## src/usbir_consts.vh

```
`ifndef USBIR_CONSTS_VH
`define USBIR_CONSTS_VH

// Register offsets, as seen on the plain register port
`define USBIR_ADDR_W 8
`define USBIR_OFF_RX_FLAGS 8'h04
`define USBIR_OFF_RX_IRQ_EN 8'h08
`define USBIR_OFF_BUS_FLAGS 8'h0a
`define USBIR_OFF_BUS_IRQ_EN 8'h0b
`define USBIR_OFF_FRAME 8'h0c
`define USBIR_OFF_BUS_CLEAR 8'h20
`define USBIR_OFF_RX_CLEAR 8'h21
`define USBIR_OFF_LINK_STATE 8'h22

// Field widths and writable masks
`define USBIR_FLAG_W 6
`define USBIR_FRAME_W 11
`define USBIR_RX_EN_MASK 6'h3e
`define USBIR_BUS_EN_MASK 6'h2f

// Reset values
`define USBIR_RX_EN_RST 6'h3e
`define USBIR_BUS_EN_RST 6'h06
`define USBIR_FRAME_RST 11'h000

// Bit positions inside the bus-event flag and enable registers
`define USBIR_BIT_SUSPEND 0
`define USBIR_BIT_RESUME 1
`define USBIR_BIT_RESET 2
`define USBIR_BIT_SOF 3
`define USBIR_BIT_SESSION_END 5

// Bit position inside the link state register
`define USBIR_BIT_SUSPENDED 0

`endif

```

## src/usbir_flag_bank.v

```verilog
`default_nettype none

// Sticky event flags; a set in the same cycle as a clear wins
module usbir_flag_bank #(
  parameter W = 6
) (
  // Clock and reset
  input wire i_sys_clk,
  input wire i_arst_n,
  // Set and clear requests, one bit per flag
  input wire [W-1:0] i_set,
  input wire [W-1:0] i_clr,
  // Current flags
  output wire [W-1:0] o_flags
);

  reg [W-1:0] flags_q;
  reg [W-1:0] flags_d;

  // Set wins so no event is lost to a racing clear
  always @* begin
    flags_d = (flags_q & ~i_clr) | i_set;
  end

  // Flag storage
  always @(posedge i_sys_clk or negedge i_arst_n) begin
    if (!i_arst_n) begin
      flags_q <= {W{1'b0}};
    end else begin
      flags_q <= flags_d;
    end
  end

  assign o_flags = flags_q;

endmodule // usbir_flag_bank

`default_nettype wire

```

## src/usbir_frame_cap.v

```verilog
`include "usbir_consts.vh"
`default_nettype none

// Holds the frame number carried by the latest start of frame
module usbir_frame_cap (
  // Clock and reset
  input wire i_sys_clk,
  input wire i_arst_n,
  // Start of frame strobe with its frame number
  input wire i_sof,
  input wire [`USBIR_FRAME_W-1:0] i_frame_num,
  // Last received frame number
  output wire [`USBIR_FRAME_W-1:0] o_frame
);

  reg [`USBIR_FRAME_W-1:0] frame_q;
  reg [`USBIR_FRAME_W-1:0] frame_d;

  // Only a start of frame updates the number
  always @* begin
    frame_d = frame_q;
    if (i_sof) begin
      frame_d = i_frame_num;
    end
  end

  // Frame number storage
  always @(posedge i_sys_clk or negedge i_arst_n) begin
    if (!i_arst_n) begin
      frame_q <= `USBIR_FRAME_RST;
    end else begin
      frame_q <= frame_d;
    end
  end

  assign o_frame = frame_q;

endmodule // usbir_frame_cap

`default_nettype wire

```

## src/usbir_regs.v

```verilog
// Design decision made here: the plain strobed port.
`include "usbir_consts.vh"
`default_nettype none

// Interrupt, enable and frame registers of the device controller
module usbir_regs (
  // Clock and reset
  input wire i_sys_clk,
  input wire i_arst_n,

  // Register port
  input wire [`USBIR_ADDR_W-1:0] i_addr,
  input wire [31:0] i_wdata,
  input wire i_wr,
  input wire i_rd,
  output wire [31:0] o_rdata,

  // Endpoint receive events, endpoints 5 down to 1
  input wire [4:0] i_ep_rx_event,

  // Bus events from the controller's own link logic
  input wire i_session_end,
  input wire i_sof,
  input wire [`USBIR_FRAME_W-1:0] i_frame_num,
  input wire i_bus_reset,
  input wire i_resume,
  input wire i_suspend,

  // Interrupt and link state
  output wire o_usb_irq,
  output wire o_suspended
);

  // Address match, used by every strobe decode below; the read data case compares i_addr itself
  // One place to change if the decode ever widens
  function hit;
    input [`USBIR_ADDR_W-1:0] addr;
    input [`USBIR_ADDR_W-1:0] off;
    begin
      hit = (addr == off);
    end
  endfunction

  // Widen a six-bit field into a bus word
  // Upper bits read as zero, as reserved bits must
  function [31:0] word6;
    input [`USBIR_FLAG_W-1:0] v;
    begin
      word6 = {26'h0000000, v};
    end
  endfunction

  // Decoded strobes
  // Exact 8-bit compare, so no offset aliases
  wire rd_rx_flags;
  wire rd_bus_flags;
  wire wr_rx_en;
  wire wr_bus_en;
  wire wr_bus_clear;
  wire wr_rx_clear;

  assign rd_rx_flags = i_rd & hit(i_addr, `USBIR_OFF_RX_FLAGS);
  assign rd_bus_flags = i_rd & hit(i_addr, `USBIR_OFF_BUS_FLAGS);
  assign wr_rx_en = i_wr & hit(i_addr, `USBIR_OFF_RX_IRQ_EN);
  assign wr_bus_en = i_wr & hit(i_addr, `USBIR_OFF_BUS_IRQ_EN);
  assign wr_bus_clear = i_wr & hit(i_addr, `USBIR_OFF_BUS_CLEAR);
  assign wr_rx_clear = i_wr & hit(i_addr, `USBIR_OFF_RX_CLEAR);

  // Suspend tracking
  reg suspended_q;
  reg suspended_d;

  // Suspend enters the state; resume or a bus reset leaves it.
  // A suspend seen with a resume in the same cycle is taken as the later event.
  always @* begin
    suspended_d = suspended_q;
    if (i_resume | i_bus_reset) begin
      suspended_d = 1'b0;
    end
    if (i_suspend) begin
      suspended_d = 1'b1;
    end
  end

  // Suspend state register
  always @(posedge i_sys_clk or negedge i_arst_n) begin
    if (!i_arst_n) begin
      suspended_q <= 1'b0;
    end else begin
      suspended_q <= suspended_d;
    end
  end

  // Bus-event flag set vector
  reg [`USBIR_FLAG_W-1:0] bus_set;

  // Resume only counts while the link sits in suspend
  // Events are same-clock pulses; a long pulse keeps setting
  always @* begin
    bus_set = {`USBIR_FLAG_W{1'b0}};
    bus_set[`USBIR_BIT_SESSION_END] = i_session_end;
    bus_set[`USBIR_BIT_SOF] = i_sof;
    bus_set[`USBIR_BIT_RESET] = i_bus_reset;
    bus_set[`USBIR_BIT_RESUME] = i_resume & suspended_q;
    bus_set[`USBIR_BIT_SUSPEND] = i_suspend;
  end

  // Bus-event flag clear vector: a read of the bus flags, or a write of ones
  reg [`USBIR_FLAG_W-1:0] bus_clr;

  // A read clears every bit; the clear register works by mask
  always @* begin
    bus_clr = {`USBIR_FLAG_W{1'b0}};
    if (rd_bus_flags) begin
      bus_clr = {`USBIR_FLAG_W{1'b1}};
    end
    if (wr_bus_clear) begin
      bus_clr = bus_clr | i_wdata[`USBIR_FLAG_W-1:0];
    end
  end

  // Bus-event flags as stored
  wire [`USBIR_FLAG_W-1:0] bus_flags;

  // Reserved bit 4 never sets since its set input stays low
  usbir_flag_bank #(
    .W(`USBIR_FLAG_W)
  ) u_bus_flags (
    .i_sys_clk(i_sys_clk),
    .i_arst_n(i_arst_n),
    .i_set(bus_set),
    .i_clr(bus_clr),
    .o_flags(bus_flags)
  );

  // Endpoint receive flags; bit 0 stays reserved at zero
  wire [`USBIR_FLAG_W-1:0] rx_set;
  reg [`USBIR_FLAG_W-1:0] rx_clr;
  wire [`USBIR_FLAG_W-1:0] rx_flags;

  assign rx_set = {i_ep_rx_event, 1'b0};

  // Enable writes never reach this clear, so flags survive them
  always @* begin
    rx_clr = {`USBIR_FLAG_W{1'b0}};
    if (rd_rx_flags) begin
      rx_clr = {`USBIR_FLAG_W{1'b1}};
    end
    if (wr_rx_clear) begin
      rx_clr = rx_clr | i_wdata[`USBIR_FLAG_W-1:0];
    end
  end

  // Same set-wins bank as the bus events
  usbir_flag_bank #(
    .W(`USBIR_FLAG_W)
  ) u_rx_flags (
    .i_sys_clk(i_sys_clk),
    .i_arst_n(i_arst_n),
    .i_set(rx_set),
    .i_clr(rx_clr),
    .o_flags(rx_flags)
  );

  // Interrupt enable registers
  reg [`USBIR_FLAG_W-1:0] rx_en_q;
  reg [`USBIR_FLAG_W-1:0] rx_en_d;
  reg [`USBIR_FLAG_W-1:0] bus_en_q;
  reg [`USBIR_FLAG_W-1:0] bus_en_d;

  // Reserved bits are masked off so they always read back as zero
  // A write replaces the whole field, so software keeps a copy
  always @* begin
    rx_en_d = rx_en_q;
    bus_en_d = bus_en_q;
    if (wr_rx_en) begin
      rx_en_d = i_wdata[`USBIR_FLAG_W-1:0] & `USBIR_RX_EN_MASK;
    end
    if (wr_bus_en) begin
      bus_en_d = i_wdata[`USBIR_FLAG_W-1:0] & `USBIR_BUS_EN_MASK;
    end
  end

  // Enable storage with its reset defaults
  always @(posedge i_sys_clk or negedge i_arst_n) begin
    if (!i_arst_n) begin
      rx_en_q <= `USBIR_RX_EN_RST;
      bus_en_q <= `USBIR_BUS_EN_RST;
    end else begin
      rx_en_q <= rx_en_d;
      bus_en_q <= bus_en_d;
    end
  end

  // Frame number capture
  // Only a start of frame moves it; writes are ignored
  wire [`USBIR_FRAME_W-1:0] frame;

  usbir_frame_cap u_frame (
    .i_sys_clk(i_sys_clk),
    .i_arst_n(i_arst_n),
    .i_sof(i_sof),
    .i_frame_num(i_frame_num),
    .o_frame(frame)
  );

  // Interrupt combine
  reg irq_q;
  reg irq_d;
  reg [`USBIR_FLAG_W-1:0] bus_pend;
  reg [`USBIR_FLAG_W-1:0] rx_pend;

  // Registered so the line never glitches; costs one cycle of latency
  // Each bus-event enable gates only its own flag
  always @* begin
    rx_pend = rx_flags & rx_en_q;
    bus_pend = {`USBIR_FLAG_W{1'b0}};
    bus_pend[`USBIR_BIT_SESSION_END] =
      bus_flags[`USBIR_BIT_SESSION_END] & bus_en_q[`USBIR_BIT_SESSION_END];
    bus_pend[`USBIR_BIT_SOF] =
      bus_flags[`USBIR_BIT_SOF] & bus_en_q[`USBIR_BIT_SOF];
    bus_pend[`USBIR_BIT_RESET] =
      bus_flags[`USBIR_BIT_RESET] & bus_en_q[`USBIR_BIT_RESET];
    bus_pend[`USBIR_BIT_RESUME] =
      bus_flags[`USBIR_BIT_RESUME] & bus_en_q[`USBIR_BIT_RESUME];
    bus_pend[`USBIR_BIT_SUSPEND] =
      bus_flags[`USBIR_BIT_SUSPEND] & bus_en_q[`USBIR_BIT_SUSPEND];
    irq_d = (|rx_pend) | (|bus_pend);
  end

  // Interrupt line register
  always @(posedge i_sys_clk or negedge i_arst_n) begin
    if (!i_arst_n) begin
      irq_q <= 1'b0;
    end else begin
      irq_q <= irq_d;
    end
  end

  // Read data path
  reg [31:0] rdata_q;
  reg [31:0] rdata_d;

  // Values are sampled before the read's own clear lands.
  // Write-only and unmapped offsets read as zero.
  always @* begin
    rdata_d = 32'h00000000;
    if (i_rd) begin
      case (i_addr)
        `USBIR_OFF_RX_FLAGS: begin
          rdata_d = word6(rx_flags);
        end
        `USBIR_OFF_RX_IRQ_EN: begin
          rdata_d = word6(rx_en_q);
        end
        `USBIR_OFF_BUS_FLAGS: begin
          rdata_d = word6(bus_flags);
        end
        `USBIR_OFF_BUS_IRQ_EN: begin
          rdata_d = word6(bus_en_q);
        end
        `USBIR_OFF_FRAME: begin
          rdata_d = {21'h000000, frame};
        end
        `USBIR_OFF_LINK_STATE: begin
          rdata_d[`USBIR_BIT_SUSPENDED] = suspended_q;
        end
        default: begin
          rdata_d = 32'h00000000;
        end
      endcase
    end
  end

  // Data stands only in the cycle after the read strobe
  // Cleared when idle so stale data never looks like a read
  always @(posedge i_sys_clk or negedge i_arst_n) begin
    if (!i_arst_n) begin
      rdata_q <= 32'h00000000;
    end else begin
      rdata_q <= rdata_d;
    end
  end

  // Outputs come straight from flip-flops
  assign o_rdata = rdata_q;
  assign o_usb_irq = irq_q;
  assign o_suspended = suspended_q;

endmodule // usbir_regs

`default_nettype wire

```

## config.mk

```make
export PLATFORM = sky130hd
export DESIGN_NAME = usbir_regs
export DESIGN_NICKNAME = d
export VERILOG_FILES = /design/src/usbir_flag_bank.v /design/src/usbir_frame_cap.v /design/src/usbir_regs.v
export VERILOG_INCLUDE_DIRS = /design/src
export SDC_FILE = /design/constraint.sdc
export NUM_CORES = 1
export LEC_CHECK = 0
export BUFFER_PORTS_ARGS = -buffer_cell sky130_fd_sc_hd__buf_2
export CAP_MARGIN = 20
export CORE_MARGIN = 1.5
export CORE_UTILIZATION = 51
export CTS_CLUSTER_DIAMETER = 150
export CTS_CLUSTER_SIZE = 40
export DETAILED_ROUTE_END_ITERATION = 12
export GPL_TIMING_DRIVEN = 0
export PLACE_DENSITY = 0.91
export SETUP_SLACK_MARGIN = 0.2
export SLEW_MARGIN = 10
export SYNTH_ARGS = -nofsm -noshare
export SYNTH_HDL_FRONTEND = slang
export SYNTH_SLANG_ARGS = --single-unit
```

## constraint.sdc

```tcl
create_clock -name i_sys_clk -period 3.7 [get_ports i_sys_clk]
set_input_delay 0 -clock i_sys_clk [delete_from_list [all_inputs] [get_ports i_sys_clk]]
set_output_delay 0 -clock i_sys_clk [all_outputs]
set_load 0.02 [all_outputs]
```

==> impl_metrics.tcl <==
set metrics [dict create \
    status "complete, no violations" \
    grt_pass1_wl_um 9420 \
    synthMuxAreaShare_pct 13.9 \
    netlist_instances 183 \
    core_um2 4120 \
    drt-initial-drc-count 208 \
    ctsRootBufferMaster "clkbuf_8" \
    regToRegSetupSlack_ns 2.29 \
    fin_util_pct 73.9 \
    skew_ns 0.0130 \
    ctsHoldBuffers 29 \
    synth.distinct_cells 40 \
    min_path_type "input pin to asynchronous set/reset pin" \
    drive_gt1_share_pct 45.7 \
    cts_inserted_buffers 5 \
    rsz0062_at_grt "no" \
    initial_utilization_pct 54.7 \
    cts_resized 0 \
    max_cap_viol_count 0 \
    maxSlewHeadroom_pct 57.8 \
    die_area_um2 4820 \
    fp.dieH_um 69.5 \
    met1_length_um 2130 \
    cts_tree "done" \
    ys_seq_area_share_pct 51.5 \
    antennaDiodeCount 0 \
    dieWidth_um 69.5 \
    synth_compound_area_share_pct 10.9 \
    viasPerCell 5.54 \
    gr-total-overflow 0 \
    critPathRequiredTime_ns 3.93 \
    port_buffers 50 \
    crit_end "rx_en_q[3]" \
    first_pass_iters 5 \
    finalSetupViolations 0 \
    nNetsFinal 355 \
    slew_violations 0 \
    dr_wl_met3_um 462 \
    worstReg2RegEnd "o_rdata[1]" \
    p_per_area_nw_per_um2 340 \
    dr_wl_met2_um 2860 \
    setup_ws_ns 2.23 \
    wl_per_cell_um 16.7 \
    num_vias 1888 \
    route.detailed.drc 0 \
    num_rows 23 \
    tightest_slew_ns 0.632 \
    grt_max_degree 47 \
    yosys.area_share.simple_pct 14.4 \
    worstSetupPathType "input pin to flip-flop" \
    netlist_area_um2 2250 \
    gp_congestion 0.889 \
    ir_worst_vdd_uv 315 \
    track_usage_pct 24.9 \
    timing.final.crit_share_pct 39.9 \
    antenna_found_initial 0 \
    synthXorXnorAreaFrac_pct 0 \
    syn_avg_cell_area_um2 12.3 \
    grt_pass1_vias 1921 \
    ant_nets 0 \
    hold_violations 0 \
    synth_fa_ha_area_share_pct 0 \
    fin_setup_tns_ns 0 \
    clock-sinks 46 \
    synth_top_family_by_area "simple AND/OR/NAND/NOR gates" \
    layout_min_cycle_time_ns 1.47 \
    crit_path_start_kind "input pin" \
    ys_ff_latch 46 \
    synthToLayoutAreaGrowth_pct 35.1 \
    post_cts_buffers 0 \
    htree_levels 2 \
    place_hpwl_um 3720 \
    drt_wl_total_um 5690 \
    reg2reg_from "rx_en_q[1]" \
    r2r_cells 4 \
    crit_fanout 10 \
    highest_layer "met4" \
    synth-warning-count 0 \
    ctsLongestPathBuffers 2 \
    clk_latency_ns 0.30 \
    worstSetupStartpoint "i_addr[2]" \
    clk_pin_slew_worst_paths_ns 0.09 \
    num_io_pins 99 \
    max_freq_ghz 0.678 \
    pre_cts_slack_ns 2.00 \
    layout_commonest_cell "buf_2" \
    layout_common_cells "buf_2, dfrtp_1, dlygate4sd3_1" \
    crit_path_end_kind "flip-flop" \
    worstPathArrival_ns 1.70 \
    leakage_nw 1.44 \
]
==> final cells by class <==
cell class | count | area (um2)
fillers | 292 | 1070
inverters | 1 | 3.75
repair buffers | 80 | 561
plain buffers | 29 | 200
multi-input cells | 127 | 963
clock buffers | 7 | 86.3
flip-flops and latches | 46 | 1160
well taps | 50 | 62.6
clock inverters | 1 | 5.00
==> where the power goes <==
group | leakage, nW | switching (mW) | internal [mW] | total, mW
sequential | 0.535 | 0.0130 | 0.527 | 0.540
clock | 0.0482 | 0.163 | 0.151 | 0.314
combinational | 0.857 | 0.0864 | 0.0926 | 0.179
total | 1.44 | 0.262 | 0.771 | 1.03
==> flip-flops by register name, summed over array words and instances (netlist names) <==
| register | flops |
|---|---|
| rx_en_q | 5 |
| u_frame.o_frame | 11 |
| u_rx_flags.o_flags | 6 |
| o_suspended | 1 |
| bus_en_q | 5 |
| o_usb_irq | 1 |
| o_rdata | 11 |
| u_bus_flags.o_flags | 6 |
==> synthesized netlist by cell type, drive strengths merged <==
library cell	instances	area [um2]
nand2b	1	6.26
nand2	16	60.1
inv	1	3.75
mux2i	1	10.0
nor3	2	10.0
dfrtp	39	976
and3b	2	17.5
nand4	3	18.8
or3	1	11.3
and3	5	31.3
a2bb2oi	2	17.5
dfstp	7	184
nor4	2	42.5
and2	1	6.26
a32o	1	10.0
a22o	2	17.5
buf	27	193
nor3b	1	7.51
a221oi	1	8.76
a21oi	6	30.0
nor4b	2	38.8
mux2	27	304
a31o	9	78.8
a31oi	1	6.26
nor2	2	7.51
conb	1	3.75
nor4bb	1	10.0
or3b	1	11.3
a222oi	3	30.0
o31ai	1	7.51
clkbuf	2	7.51
a22oi	3	22.5
nand4b	3	26.3
nand3	4	20.0
o2111ai	1	8.76
a21o	1	7.51
==> per-layer routing <==
| layer | vias up | global-route usage (%) |
|---|---|---|
| met5 | - | 0 |
| met3 | 29 | 6.54 |
| met1 | 903 | 30.2 |
| li1 | 847 | - |
| met4 | 0 | 12.2 |
| met2 | 109 | 41.1 |
==> worst min path at each step <==
| stage | start | end | cells after the start | slack, ns |
|---|---|---|---|---|
| floorplan | i_arst_n | bus_en_q[0] | 0 | -0.30 |
| global placement | i_ep_rx_event[4] | u_rx_flags.o_flags[5] | 2 | 0.19 |
| detailed placement | i_ep_rx_event[1] | u_rx_flags.o_flags[2] | 2 | 0.19 |
| CTS | i_addr[3] | o_rdata[0] | 4 | 0.14 |
| global route | i_arst_n | o_rdata[4] | 2 | 0.10 |
| finish | i_arst_n | o_rdata[4] | 2 | 0.07 |
==> critical path, cell delays in order <==
cell and delay (ns):
buf_2 0.10, buf_2 0.18, nor3b_1 0.55, nand4b_1 0.47, mux2_2 0.41
==> metrics by stage <==
step	std cells	power (mW)	hold WS, ns	cell area [um2]
floorplan	203	0.642	-0.296	2330
global placement	303	0.693	0.192	2640
detailed placement	303	0.697	0.195	2640
CTS	340	1.03	0.141	3020
global route	341	1.08	0.101	3040
finish	341	1.03	0.0666	3040
==> logic make-up (layout without fill, tap and decap cells) <==
kind of cell | count (synthesis) | in the layout
DFF | 46 | 46
other | 1 | 21
and+or+nand+nor | 47 | 47
muxes | 28 | 28
buffers and inverters | 30 | 118
AOI/OAI and AO/OA | 31 | 31
Note: power is estimated with default switching activity, not from simulation.
